`config.mk`:
```
export PLATFORM = sky130hd
export DESIGN_NAME = psfclc_port_regs
export DESIGN_NICKNAME = d
export VERILOG_FILES = /design/src/core/psfclc_pkg.sv /design/src/core/psfclc_ctl_if.sv /design/src/core/psfclc_freq_meter.sv /design/src/core/psfclc_link_timer.sv /design/src/core/psfclc_port_regs.sv
export SDC_FILE = /design/constraint.sdc
export NUM_CORES = 1
export LEC_CHECK = 0
export ABC_AREA = 1
export BUFFER_PORTS_ARGS = -buffer_cell sky130_fd_sc_hd__buf_2
export CORE_MARGIN = 5
export CORE_UTILIZATION = 36
export CTS_CLUSTER_DIAMETER = 50
export CTS_CLUSTER_SIZE = 40
export DETAILED_ROUTE_END_ITERATION = 7
export HOLD_SLACK_MARGIN = 0.02
export PLACE_DENSITY_LB_ADDON = 0.25
export SYNTH_ARGS = -nofsm -noshare
export SYNTH_HDL_FRONTEND = slang
export SYNTH_SLANG_ARGS = --single-unit
```
`constraint.sdc`:
```
create_clock -name clock_i -period 2.5 [get_ports clock_i]
set_input_delay 0.5 -clock clock_i [delete_from_list [all_inputs] [get_ports clock_i]]
set_output_delay 0.5 -clock clock_i [all_outputs]
set_load 0.02 [all_outputs]
```
`src/core/psfclc_pkg.sv`:
```
// Shared constants for the port steering, pixel rate and link timeout registers
// Assumes a single 20 MHz oscillator clock domain
package psfclc_pkg;

    localparam logic [7:0] OFS_PORT_STEER   = 8'h1E;
    localparam logic [7:0] OFS_PIX_RATE     = 8'h1F;
    localparam logic [7:0] OFS_CAPS         = 8'h20;
    localparam logic [7:0] OFS_CAPS2        = 8'h21;
    localparam logic [7:0] OFS_LINK_TMO     = 8'h26;

    localparam logic [7:0] RST_PORT_STEER   = 8'h01;
    localparam logic [7:0] RST_PIX_RATE     = 8'h00;
    localparam logic [7:0] RST_CAPS         = 8'h00;
    localparam logic [7:0] RST_CAPS2        = 8'h00;
    localparam logic [7:0] RST_LINK_TMO     = 8'h00;

    localparam logic [7:0] PORT_STEER_MASK  = 8'h07;
    localparam logic [7:0] CAPS_MASK        = 8'hBF;
    localparam logic [7:0] AUTO_CAPS_MASK   = 8'h0F;
    localparam logic [7:0] LINK_TMO_MASK    = 8'h03;

    localparam int BIT_SEC_ADDR_EN  = 2;
    localparam int BIT_SECOND_PORT  = 1;
    localparam int BIT_FIRST_PORT   = 0;
    localparam int BIT_HOLD_CAPS    = 7;
    localparam int BIT_RATE_TRAIN   = 5;
    localparam int BIT_EQ_TRAIN     = 4;

    localparam int CLK_MHZ          = 20;
    localparam int TMO_162_NS       = 162000;
    localparam int TMO_325_NS       = 325000;
    localparam int TMO_650_NS       = 650000;
    localparam int TMO_1300_NS      = 1300000;
    localparam int TMO_162_CYC      = (TMO_162_NS * CLK_MHZ + 999) / 1000;
    localparam int TMO_325_CYC      = (TMO_325_NS * CLK_MHZ + 999) / 1000;
    localparam int TMO_650_CYC      = (TMO_650_NS * CLK_MHZ + 999) / 1000;
    localparam int TMO_1300_CYC     = (TMO_1300_NS * CLK_MHZ + 999) / 1000;
    localparam int TMO_W            = 15;

    localparam logic [TMO_W-1:0] RST_TMO_LEFT = 15'h0000;
    localparam logic [2:0]       RST_PIX_SYNC = 3'h0;

    typedef enum logic [1:0] {
        PSFCLC_TMO_325  = 2'b00,
        PSFCLC_TMO_162  = 2'b01,
        PSFCLC_TMO_650  = 2'b10,
        PSFCLC_TMO_1300 = 2'b11
    } psfclc_tmo_sel_t;

    typedef enum logic {
        PSFCLC_MEAS_IDLE = 1'b0,
        PSFCLC_MEAS_RUN  = 1'b1
    } psfclc_meas_st_t;

endpackage : psfclc_pkg

```
`src/core/psfclc_ctl_if.sv`:
```
// Carrier between the register bank and its measurement and timer helpers
// Assumes all members live on the oscillator clock
`timescale 1ns/1ps
interface psfclc_ctl_if;
    logic                          meas_start;
    logic [7:0]                    meas_len;
    logic [7:0]                    meas_count;
    logic [psfclc_pkg::TMO_W-1:0]  tmo_cycles;
    logic                          link_detect;

    modport regs  (output meas_start, meas_len, tmo_cycles,
                   input meas_count, link_detect);
    modport meter (input meas_start, meas_len, output meas_count);
    modport timer (input tmo_cycles, output link_detect);
endinterface : psfclc_ctl_if

```
`src/core/psfclc_freq_meter.sv`:
```
// Pixel clock edge counter over a gated interval of oscillator cycles
// Assumes pix_clk_i is asynchronous and slower than half the oscillator rate
`timescale 1ns/1ps
module psfclc_freq_meter (
    input  wire logic   clock_i,
    input  wire logic   rst_i,
    input  wire logic   pix_clk_i,
    psfclc_ctl_if.meter ctl
);
    import psfclc_pkg::*;

    logic [2:0]      pix_sync_ff;
    logic [2:0]      nxt_pix_sync;
    psfclc_meas_st_t state_ff;
    psfclc_meas_st_t nxt_state;
    logic [7:0]      remain_ff;
    logic [7:0]      nxt_remain;
    logic [7:0]      count_ff;
    logic [7:0]      nxt_count;
    logic            pix_edge;

    // Stage 0 feeds stage 1 only; edge taken from stages 1 and 2
    assign nxt_pix_sync = {pix_sync_ff[1:0], pix_clk_i}; // RL21
    assign pix_edge     = pix_sync_ff[1] & ~pix_sync_ff[2];

    always_comb begin
        nxt_state  = state_ff;
        nxt_remain = remain_ff;
        nxt_count  = count_ff;
        if (ctl.meas_start) begin
            nxt_count  = 8'h00; // RL21
            nxt_remain = ctl.meas_len; // RL10
            nxt_state  = (ctl.meas_len != 8'h00) ? PSFCLC_MEAS_RUN : PSFCLC_MEAS_IDLE; // RL9
        end else begin
            case (state_ff)
                PSFCLC_MEAS_RUN: begin
                    if (pix_edge && (count_ff != 8'hFF)) begin
                        nxt_count = 8'(count_ff + 8'h01); // RL12
                    end
                    nxt_remain = 8'(remain_ff - 8'h01);
                    if (remain_ff == 8'h01) begin
                        nxt_state = PSFCLC_MEAS_IDLE; // RL10
                    end
                end
                PSFCLC_MEAS_IDLE: begin
                    nxt_state = PSFCLC_MEAS_IDLE;
                end
                default: begin
                    nxt_state = PSFCLC_MEAS_IDLE;
                end
            endcase
        end
    end

    always_ff @(posedge clock_i or posedge rst_i) begin
        if (rst_i) begin
            pix_sync_ff <= RST_PIX_SYNC;
            state_ff    <= PSFCLC_MEAS_IDLE;
            remain_ff   <= RST_PIX_RATE;
            count_ff    <= RST_PIX_RATE;
        end else begin
            pix_sync_ff <= nxt_pix_sync;
            state_ff    <= nxt_state;
            remain_ff   <= nxt_remain;
            count_ff    <= nxt_count;
        end
    end

    assign ctl.meas_count = count_ff; // RL11

endmodule : psfclc_freq_meter

```
`src/core/psfclc_link_timer.sv`:
```
// Link detect timer restarted by valid reverse-channel traffic
// Assumes rev_valid_i is a one-cycle pulse on the oscillator clock
`timescale 1ns/1ps
module psfclc_link_timer (
    input  wire logic   clock_i,
    input  wire logic   rst_i,
    input  wire logic   rev_valid_i,
    psfclc_ctl_if.timer ctl
);
    import psfclc_pkg::*;

    logic [TMO_W-1:0] left_ff;
    logic [TMO_W-1:0] nxt_left;
    logic             detect_ff;
    logic             nxt_detect;

    always_comb begin
        nxt_left   = left_ff;
        nxt_detect = detect_ff;
        if (rev_valid_i) begin
            nxt_left   = ctl.tmo_cycles; // RL22
            nxt_detect = 1'b1;
        end else if (detect_ff) begin
            if (left_ff <= 15'h0001) begin
                nxt_left   = RST_TMO_LEFT;
                nxt_detect = 1'b0; // RL19
            end else begin
                nxt_left = TMO_W'(left_ff - 15'h0001); // RL22
            end
        end
    end

    always_ff @(posedge clock_i or posedge rst_i) begin
        if (rst_i) begin
            left_ff   <= RST_TMO_LEFT;
            detect_ff <= 1'b0;
        end else begin
            left_ff   <= nxt_left;
            detect_ff <= nxt_detect;
        end
    end

    assign ctl.link_detect = detect_ff;

endmodule : psfclc_link_timer

```
`src/core/psfclc_port_regs.sv`:
```
// Port steering, pixel rate measurement, remote caps and link timeout registers
// Assumes the serial control bus slave decodes frames and presents one access per strobe
//
// What this block does
// RL1: Second address is primary address plus one
// RL2: Second address reaches port one and shared
// RL3: Host enables second address before mirrored remote access
// RL4: Port one steer writes and reads port one
// RL5: Port zero steer writes and reads port zero
// RL6: Both steers set reads port one
// RL7: Port one steer moves low I/O control
// RL8: Steer bits ignored while second address enabled
// RL9: Writing rate register starts edge count
// RL10: Interval equals written value times clock period
// RL11: Reading rate register returns latest count
// RL12: Edge count saturates at all ones
// RL13: Freeze bit stops caps auto loading
// RL14: Training bits send rate or equalizer patterns
// RL15: Caps bit shows dual link receiver
// RL16: Caps bit shows receiver channel number
// RL17: Four caps bits auto loaded after lock
// RL18: Software overwriting caps also sets freeze; here freeze is set only if the written value has bit 7 set
// RL19: Link detect drops when timer expires
// RL20: Two bit field selects four timeouts
// RL21: Pixel edges synchronised, count restarts on write
// RL22: Timer restarts on valid reverse traffic
`timescale 1ns/1ps
module psfclc_port_regs #(
    parameter logic [6:0] PRIMARY_ADDR = 7'h2C, // Arbitrary value
    parameter int         TMO_325_CYC  = psfclc_pkg::TMO_325_CYC,
    parameter int         TMO_650_CYC  = psfclc_pkg::TMO_650_CYC,
    parameter int         TMO_1300_CYC = psfclc_pkg::TMO_1300_CYC
) (
    input  wire logic       clock_i,
    input  wire logic       rst_i,
    input  wire logic [6:0] bus_dev_addr_i,
    input  wire logic [7:0] bus_offset_i,
    input  wire logic       bus_wr_i,
    input  wire logic       bus_rd_i,
    input  wire logic [7:0] bus_wdata_i,
    output logic            bus_ack_o,
    output logic [7:0]      bus_rdata_o,
    input  wire logic       pix_clk_i,
    input  wire logic       rev_valid_i,
    output logic            link_detect_o,
    input  wire logic [1:0] caps_load_i,
    input  wire logic [3:0] caps_auto_p0_i,
    input  wire logic [3:0] caps_auto_p1_i,
    output logic [1:0]      rate_training_tx_o,
    output logic [1:0]      equalizer_training_tx_o,
    output logic            io_ctrl_second_link_o
);
    import psfclc_pkg::*;

    localparam logic [6:0] SECONDARY_ADDR = 7'(PRIMARY_ADDR + 7'h01);
    localparam int         TMO_MAX        = (1 << TMO_W) - 1;

    generate
        if (PRIMARY_ADDR == 7'h7F) begin : g_bad_addr
            $error("Primary address leaves no room for the second address");
        end
        if ((TMO_325_CYC < 1) || (TMO_325_CYC > TMO_MAX) ||
            (TMO_650_CYC < 1) || (TMO_650_CYC > TMO_MAX) ||
            (TMO_1300_CYC < 1) || (TMO_1300_CYC > TMO_MAX)) begin : g_bad_tmo
            $error("Timeout counts must fit the timer width");
        end
    endgenerate

    psfclc_ctl_if ctl ();

    logic [2:0] steer_ff;
    logic [2:0] nxt_steer;
    logic [1:0] tmo_ff;
    logic [1:0] nxt_tmo;
    logic [7:0] rdata_ff;
    logic [7:0] nxt_rdata;
    logic [7:0] caps_ff   [2];
    logic [7:0] nxt_caps  [2];
    logic [7:0] caps2_ff  [2];
    logic [7:0] nxt_caps2 [2];
    logic [3:0] caps_auto [2];

    logic       pri_hit;
    logic       sec_hit;
    logic       steer_live;
    logic       dev_hit;
    logic       wr_shared;
    logic [1:0] wr_port;
    logic       rd_second;

    assign caps_auto[0] = caps_auto_p0_i;
    assign caps_auto[1] = caps_auto_p1_i;

    // Device address decode
    assign pri_hit    = (bus_dev_addr_i == PRIMARY_ADDR);
    assign sec_hit    = steer_ff[BIT_SEC_ADDR_EN] && (bus_dev_addr_i == SECONDARY_ADDR); // RL1
    assign steer_live = pri_hit && !steer_ff[BIT_SEC_ADDR_EN]; // RL8
    assign dev_hit    = pri_hit || sec_hit;
    assign bus_ack_o  = dev_hit && (bus_wr_i || bus_rd_i);
    assign wr_shared  = dev_hit && bus_wr_i; // RL2

    // Per-port write and read steering
    always_comb begin
        wr_port   = 2'b00;
        rd_second = 1'b0;
        if (sec_hit) begin
            wr_port[1] = bus_wr_i; // RL2
            rd_second  = 1'b1; // RL2
        end else if (pri_hit && !steer_live) begin
            wr_port[0] = bus_wr_i; // RL8
        end else if (steer_live) begin
            wr_port[1] = bus_wr_i && steer_ff[BIT_SECOND_PORT]; // RL4
            wr_port[0] = bus_wr_i && steer_ff[BIT_FIRST_PORT]; // RL5
            rd_second  = steer_ff[BIT_SECOND_PORT]; // RL6
        end
    end

    assign io_ctrl_second_link_o = steer_ff[BIT_SECOND_PORT] &&
                                   !steer_ff[BIT_SEC_ADDR_EN]; // RL7

    // Shared registers
    always_comb begin
        nxt_steer = steer_ff;
        nxt_tmo   = tmo_ff;
        if (wr_shared && (bus_offset_i == OFS_PORT_STEER)) begin
            nxt_steer = bus_wdata_i[2:0] & PORT_STEER_MASK[2:0];
        end
        if (wr_shared && (bus_offset_i == OFS_LINK_TMO)) begin
            nxt_tmo = bus_wdata_i[1:0] & LINK_TMO_MASK[1:0]; // RL20
        end
    end

    always_ff @(posedge clock_i or posedge rst_i) begin
        if (rst_i) begin
            steer_ff <= RST_PORT_STEER[2:0];
            tmo_ff   <= RST_LINK_TMO[1:0];
        end else begin
            steer_ff <= nxt_steer;
            tmo_ff   <= nxt_tmo;
        end
    end

    // Measurement start travels with the written interval length
    assign ctl.meas_start = wr_shared && (bus_offset_i == OFS_PIX_RATE); // RL9
    assign ctl.meas_len   = bus_wdata_i; // RL10

    // Timeout selection
    always_comb begin
        case (psfclc_tmo_sel_t'(tmo_ff))
            PSFCLC_TMO_325:  ctl.tmo_cycles = TMO_W'(TMO_325_CYC); // RL20
            PSFCLC_TMO_162:  ctl.tmo_cycles = TMO_W'(TMO_162_CYC); // RL20
            PSFCLC_TMO_650:  ctl.tmo_cycles = TMO_W'(TMO_650_CYC); // RL20
            PSFCLC_TMO_1300: ctl.tmo_cycles = TMO_W'(TMO_1300_CYC); // RL20
            default:         ctl.tmo_cycles = TMO_W'(TMO_325_CYC);
        endcase
    end

    assign link_detect_o = ctl.link_detect; // RL19

    // Remote receiver capability registers, one copy per port
    genvar p;
    generate
        for (p = 0; p < 2; p++) begin : g_port
            always_comb begin
                nxt_caps[p]  = caps_ff[p];
                nxt_caps2[p] = caps2_ff[p];
                if (wr_port[p] && (bus_offset_i == OFS_CAPS)) begin
                    nxt_caps[p] = bus_wdata_i & CAPS_MASK; // RL15 RL16
                end
                if (wr_port[p] && (bus_offset_i == OFS_CAPS2)) begin
                    nxt_caps2[p] = bus_wdata_i;
                end
                // Back-channel load wins over a write in the same cycle for the four auto bits
                if (caps_load_i[p] && !caps_ff[p][BIT_HOLD_CAPS]) begin // RL13
                    nxt_caps[p] = (nxt_caps[p] & ~AUTO_CAPS_MASK) |
                                  {4'h0, caps_auto[p]}; // RL17
                end
            end

            always_ff @(posedge clock_i or posedge rst_i) begin
                if (rst_i) begin
                    caps_ff[p]  <= RST_CAPS;
                    caps2_ff[p] <= RST_CAPS2;
                end else begin
                    caps_ff[p]  <= nxt_caps[p];
                    caps2_ff[p] <= nxt_caps2[p];
                end
            end

            assign rate_training_tx_o[p]      = caps_ff[p][BIT_RATE_TRAIN]; // RL14
            assign equalizer_training_tx_o[p] = caps_ff[p][BIT_EQ_TRAIN]; // RL14
        end
    endgenerate

    // Read data, captured on the read strobe
    always_comb begin
        nxt_rdata = rdata_ff;
        if (dev_hit && bus_rd_i) begin
            case (bus_offset_i)
                OFS_PORT_STEER: nxt_rdata = {5'h00, steer_ff};
                OFS_PIX_RATE:   nxt_rdata = ctl.meas_count; // RL11
                OFS_CAPS:       nxt_rdata = rd_second ? caps_ff[1] : caps_ff[0]; // RL6
                OFS_CAPS2:      nxt_rdata = rd_second ? caps2_ff[1] : caps2_ff[0]; // RL4 RL5
                OFS_LINK_TMO:   nxt_rdata = {6'h00, tmo_ff};
                default:        nxt_rdata = 8'h00;
            endcase
        end
    end

    always_ff @(posedge clock_i or posedge rst_i) begin
        if (rst_i) begin
            rdata_ff <= 8'h00;
        end else begin
            rdata_ff <= nxt_rdata;
        end
    end

    assign bus_rdata_o = rdata_ff;

    psfclc_freq_meter u_freq_meter (
        .clock_i   (clock_i),
        .rst_i     (rst_i),
        .pix_clk_i (pix_clk_i),
        .ctl       (ctl.meter)
    );

    psfclc_link_timer u_link_timer (
        .clock_i     (clock_i),
        .rst_i       (rst_i),
        .rev_valid_i (rev_valid_i),
        .ctl         (ctl.timer)
    );

endmodule : psfclc_port_regs

```
==> results of run 1 <==
## synth_stat cells, types with 2 or more instances
cell,n,share of area
nand2_1,167,0.13
nand3_1,88,0.092
inv_1,85,0.067
dfrtp_1,80,0.42
nor2_1,54,0.042
o21ai_0,24,0.025
o21ai_1,20,0.021
xor2_1,17,0.031
a21oi_1,13,0.014
ha_1,9,0.023
nand4_1,7,0.0091
buf_4,6,0.0094
nor2_2,6,0.0078
nor3_1,6,0.0063
nand2_2,5,0.0065
xnor2_1,5,0.0091
inv_2,4,0.0031
buf_2,3,0.0031
buf_6,3,0.0070
clkbuf_1,3,0.0023
nand2_4,3,0.0070
nand3_2,3,0.0063
nand3_4,3,0.011
nor3_2,3,0.0063
o21a_1,3,0.0047
nor3_4,2,0.0068
o22ai_1,2,0.0026
or2_2,2,0.0026
## cells in the final DEF, fill, tap and decap left out, types with 2 or more instances in the layout
master,instances
nor3_1,6
ha_1,9
nand4_1,7
nand2_1,167
dfrtp_1,80
inv_1,84
o21ai_1,20
nand2_4,3
buf_4,8
nor3_2,3
buf_2,53
xor2_1,17
nor2_2,6
nor2_1,54
nand3_2,3
inv_2,4
xnor2_1,5
clkinvlp_4,3
clkinv_2,2
or2_2,2
a21oi_1,13
o21a_1,3
nand3_4,3
o21ai_0,24
nand2_2,5
nor3_4,2
clkbuf_16,9
nand3_1,88
o22ai_1,2
## path summary, 6_finish.rpt
| path | startpoint | to | cells past startpoint | slack, ps |
|---|---|---|---|---|
| setup / recovery | steer_ff[2] | bus_ack_o | 7 | 530 |
| hold / removal | pix_clk_i | u_freq_meter.pix_sync_ff[0] | 1 | 260 |
| setup reg to reg | u_link_timer.left_ff[0] | u_link_timer.left_ff[10] | 8 | 650 |
| hold reg to reg | u_freq_meter.pix_sync_ff[0] | u_freq_meter.pix_sync_ff[1] | 0 | 360 |
| max in group asynchronous | rst_i | u_freq_meter.ctl.meas_count[1] | 3 | 1740 |
| min in group asynchronous | rst_i | caps_ff[2] | 3 | 280 |
## through the flow
| step | area (um2) | std cells | total power [uW] |
|---|---|---|---|
| 2_1_floorplan | 4797 | 637 | 1945 |
| 3_3_place_gp | 5238 | 859 | 2104 |
| 3_5_place_dp | 5238 | 859 | 2119 |
| 4_1_cts | 5535 | 875 | 3453 |
| 5_1_grt | 5535 | 875 | 3612 |
| 6_report | 5535 | 875 | 3418 |
## cells by family after synthesis
| logic type | after synthesis |
|---|---|
| AO/OA/AOI/OAI | 66 |
| buffers and inverters | 106 |
| XOR/XNOR | 22 |
| flip-flops | 81 |
| AND/OR/NAND/NOR | 353 |
| adder cells (fa/ha/maj) | 9 |
## routing by layer
layer  routed length, um  global-route usage
met1                6252              0.2403
met2                5481              0.2468
met3                 672             0.03795
met4                 131             0.05357
met5                   0                   0
## power by group through the flow
| stage | clock, uW | combinational, uW | sequential (uW) |
|---|---|---|---|
| global placement | 0 | 507 | 1600 |
| finish | 1320 | 517 | 1580 |
| global route | 1410 | 597 | 1600 |
| floorplan | 0 | 383 | 1560 |
| CTS | 1350 | 521 | 1580 |
| detailed placement | 0 | 517 | 1600 |
## cell type report
type	count	area, um2
timing repair buffer	61	325.3
fill	1380	7602
tap	176	220.2
clock buffer	11	242.7
inverter	91	347.8
multi-input combinational	450	2316
sequential	81	2028
clock inverter	5	55.05
## state kept, by name, indices dropped and copies added (netlist names), named ones only
register                      cells
caps2_ff                         16
u_freq_meter.pix_sync_ff          3
u_freq_meter.ctl.meas_count       8
u_link_timer.left_ff             15
u_freq_meter.state_ff             1
steer_ff                          3
bus_rdata_o                       8
tmo_ff                            2
u_link_timer.ctl.link_detect      1
caps_ff                          10
u_freq_meter.remain_ff            8
## worst max-delay path: cells and delay by family (launching register included)
kind	cells	cell delay (ps)
simple gates	6	550
buf+inv	1	160
flops	1	420
==> metrics.txt, run 1 <==
Warnings, synthesis 0; CP startpoint kind flip-flop; Net Count, Synth between 600 and 700; Fin. Hold Viols 0; f_max 507.8 MHz; PD cells between 600 and 700 nW/um2; Post-CTS Setup Repair Bufs 0; CTS tree built; Logic pwr share 0.151; Top FF cell, synth dfrtp_1; clk slew on worst S/H paths 60 ps; Final Critical Period 1969 ps; Slew @ Worst Pin 599.5 ps; DRC violations left 0; GRT overflow 0; Area Growth Syn to Fin 15.48%; Reg power frac 0.463; post-synthesis simple-gate area fraction 0.3464; site row count 42; CP required 2000 ps; Total Neg Setup Slack 0 ps; DR pass1 iterations 5; post-synthesis register bit count between 80 and 90; Synth Area in Compound Gates 0.07309; CP Class reg -> out; DIE AREA 15,720 um2; initial core utilization 0.3649; CP endpoint kind primary output; vias in the first global route approximately 4.2k; leak pwr 0.002760 uW; root buffer selected by CTS clkbuf_16; pin count of the biggest net entering global routing 47; mux cell area share after synthesis 0; cts repair resizes 0; worst min path class in -> reg; Critical Path AT 1470 ps; IO Count between 50 and 60; Slew Viols, Final 0; largest fanout on the critical path 5; post-DR vias/cell approximately 5; status finished clean; Post-synth EDFFs 0; first-pass GRT wire length 21,230 um; initial antenna violation count 0; Antenna diodes 0; ys async rst share 1.000; crit share post-route 0.7877; CTS Sinks 81; crit-path cells nand3_1 > nor2_1 > nand2_2 > nand2_2 > nand2_4 > nand2_1 > buf_2; layout cells sized above 1 0.1602; max cap viols 0; routed via count 4,255; Post-CTS Hold Fix Bufs 0; Total GRT Usage 0.1662; sw frac 0.2859; Core Area 13,140 um2; DP HPWL approximately 9700 um; drt wl/cell between 10 and 15 um; dpl ws 488.2 ps; die width between 100 and 150 um; endpoints failing setup 0; Post-Synth XOR/XNOR Area 0.04020; clock network fraction of design power 0.386; TritonCTS Buffers 9; largest family of logic cells by synthesized area simple AND/OR/NAND/NOR gates; most used cell, CP nand2_2; Skew-Pair Late Insertion Delay 340 ps; Synth Area per Inst ~7.5 um2; skew final 4.672 ps; P_int 2441 uW; worst vdd ir 0.2845 mV; Slew headroom 0.6003; Initial DRC Count 256; Worst path slowest cell dfrtp_1; die height between 100 and 150 um; crit-path max cell delay 420 ps; sequential share of the synthesized area 0.4231; final hold slack between 200 and 300 ps; net switching power 977.4 uW; RD Place Congestion 0.8788; post-synthesis adder-cell area fraction 0.02349; H-tree depth 3; cells after synthesis 637; Bufs on Longest Clock Path 2; final antenna-violating net count 0; mapped cell area 4793 um2; post-route setup slack about 530 ps; library cells used by synthesis 39; final net count 742; final core utilization 0.4213; RSZ-0062 raised after global routing false; DRT Wirelength 12,540 um; port bufs 53
Note: power is estimated with default switching activity, not from simulation.
==> inputs of run 2 (changes only) <==
- clock period: 2.5 -> 2 ns (I/O delays scaled with it)
==> metrics.txt, run 2 (same netlist as run 1, synthesis figures left out) <==
leak pwr 0.002795 uW (+1.3%); layout cells sized above 1 0.1664 (+0.006201); RSZ-0062 raised after global routing false; sw frac 0.2878 (+0.001847); DP HPWL 9444 um (-2.9%); Post-CTS Hold Fix Bufs 0 (unchanged); most frequent cells in the layout 167 x nand2_1, 88 x nand3_1, 84 x inv_1, 80 x dfrtp_1, 54 x nor2_1; H-tree depth 3 (unchanged); Slew headroom 0.6643 (+0.06394); flop-to-flop setup slack 230 ps (-420 ps); Slew @ Worst Pin 499.7 ps (-99.75 ps); area of placed instances 5273 um2 (+0.67%); RD Place Congestion 0.8741 (-0.53%); biggest regs caps2_ff (16), u_link_timer.left_ff (15), caps_ff (10); DR pass1 iterations 5 (unchanged); CP Class reg -> out; Multi-input gate area 2316 um2 (unchanged); TritonCTS Buffers 9 (unchanged); Largest register FFs 16 (unchanged); clk slew on worst S/H paths 60 ps (about the same); routed via count 4,263 (+0.19%); site row count 42 (unchanged); Core Area 13,140 um2 (unchanged); post-DR vias/cell 4.850 (-0.27%); Reg area 2028 um2 (unchanged); PD cells 766.8 nW/um2 (+24%); Area Growth Syn to Fin 16.47%; Critical Path AT 1460 ps (about the same); Slew Viols, Final 0 (unchanged); initial core utilization 0.3649 (unchanged); Antenna diodes 0 (unchanged); die height 125.4 um (unchanged); CP required 1600 ps (-400 ps); Fin. Hold Viols 0 (unchanged); skew final 8.458 ps (+3.786 ps); Skew-Pair Late Insertion Delay 340 ps (about the same); cts repair resizes 0 (unchanged); # fillers 1,397 (+1.2%); die width 125.4 um (unchanged); pin count of the biggest net entering global routing 82 (+74%); max cap viols 0 (unchanged); CTS Sinks 81 (unchanged); crit share post-route 0.9287; Final Critical Period 1857 ps; Largest Register caps2_ff; clock network fraction of design power 0.389 (+0.003); Bufs on Longest Clock Path 2 (unchanged); f_max 538.4 MHz; CTS tree built; worst min path class in -> async; CP startpoint kind flip-flop; DIE AREA 15,720 um2 (unchanged); first-pass GRT wire length 21,000 um (-1.1%); final net count 747 (+0.67%); worst vdd ir 0.3731 mV (+31%); final antenna-violating net count 0 (unchanged); drt wl/cell 14.07 um (-1.8%); Total Neg Setup Slack 0 ps (unchanged); root buffer selected by CTS clkbuf_16; GRT overflow 0 (unchanged); status finished clean; Final Cell Area 5583 um2 (+0.86%); endpoints failing setup 0 (unchanged); P_int 3049 uW (+25%); Initial DRC Count 335 (+31%); DRC violations left 0 (unchanged); initial antenna violation count 0 (unchanged); Reg power frac 0.461 (-0.002); Post-CTS Setup Repair Bufs 0 (unchanged); vias in the first global route 4,239 (+0.93%); Total GRT Usage 0.1634 (-0.002830); Pwr Total 4281 uW (+25%); IO Count 54 (unchanged); Logic pwr share 0.151 (about the same); port bufs 53 (unchanged); largest fanout on the critical path 4 (-1); most common cell after layout, fill and taps aside nand2_1; DRT Wirelength 12,360 um (-1.4%); net switching power 1232 uW (+26%); CP endpoint kind primary output
## run 2: cell count changes in the layout (fill, tap and decap cells not counted), sizes merged
cell / before / now
buf: 61 / 66
clkbuf: 11 / 10
clkinv: 3 / 4
clkinvlp: 3 / 2
## run 2: power groups by stage
stage | Clock, uW | Combinational [uW] | Sequential (uW)
2_1_floorplan | 0 | 479 | 1950
3_3_place_gp | 0 | 630 | 2000
3_5_place_dp | 0 | 648 | 2000
4_1_cts | 1700 | 653 | 1970
5_1_grt | 1770 | 763 | 2000
6_report | 1660 | 646 | 1970
## run 2: worst paths after layout
kind                                                     to                         from  cells past startpoint
max in group asynchronous                       steer_ff[0]                        rst_i                      3
worst max-delay path                              bus_ack_o                  steer_ff[2]                      7
worst min-delay path                u_link_timer.left_ff[4]                        rst_i                      3
min in group clock_i            u_freq_meter.pix_sync_ff[0]                    pix_clk_i                      1
worst max register to register     u_link_timer.left_ff[14]      u_link_timer.left_ff[9]                      8
worst min register to register  u_freq_meter.pix_sync_ff[1]  u_freq_meter.pix_sync_ff[0]                      0
## run 2: stage by stage
stage	setup slack (ps)	hold WS, ps	instances	util
2_1_floorplan	241.2	331.2	637	-
3_3_place_gp	234.6	331.7	862	0.4013
3_5_place_dp	183.9	349.1	862	0.4013
4_1_cts	65.38	158.2	877	0.4238
5_1_grt	22.40	155.9	879	0.4250
6_report	142.6	161.6	879	0.4250
## run 2: layer usage
metal / GRT usage / wire [um] / up-vias
li1: - / - / 2161
met1: 0.2358 / 6170 / 1984
met2: 0.2474 / 5357 / 106
met3: 0.02942 / 624 / 12
met4: 0.05548 / 212 / 0
met5: 0 / 0 / -
## run 2: critical path, cell delays in order (launching register included)
cell and delay, ps:
dfrtp_1 380, nand3_1 80, nor2_1 110, nand2_2 110
nand2_2 110, nand2_4 90, nand2_1 70, buf_2 160
## run 2: area by class of cell
class	instances	area share
Clock inverter	5	0.01009
Inverter	91	0.06230
Sequential cell	81	0.3633
Multi-Input combinational cell	450	0.4148
Tap cell	176	0.03944
Clock buffer	10	0.04281
Timing Repair Buffer	66	0.06723
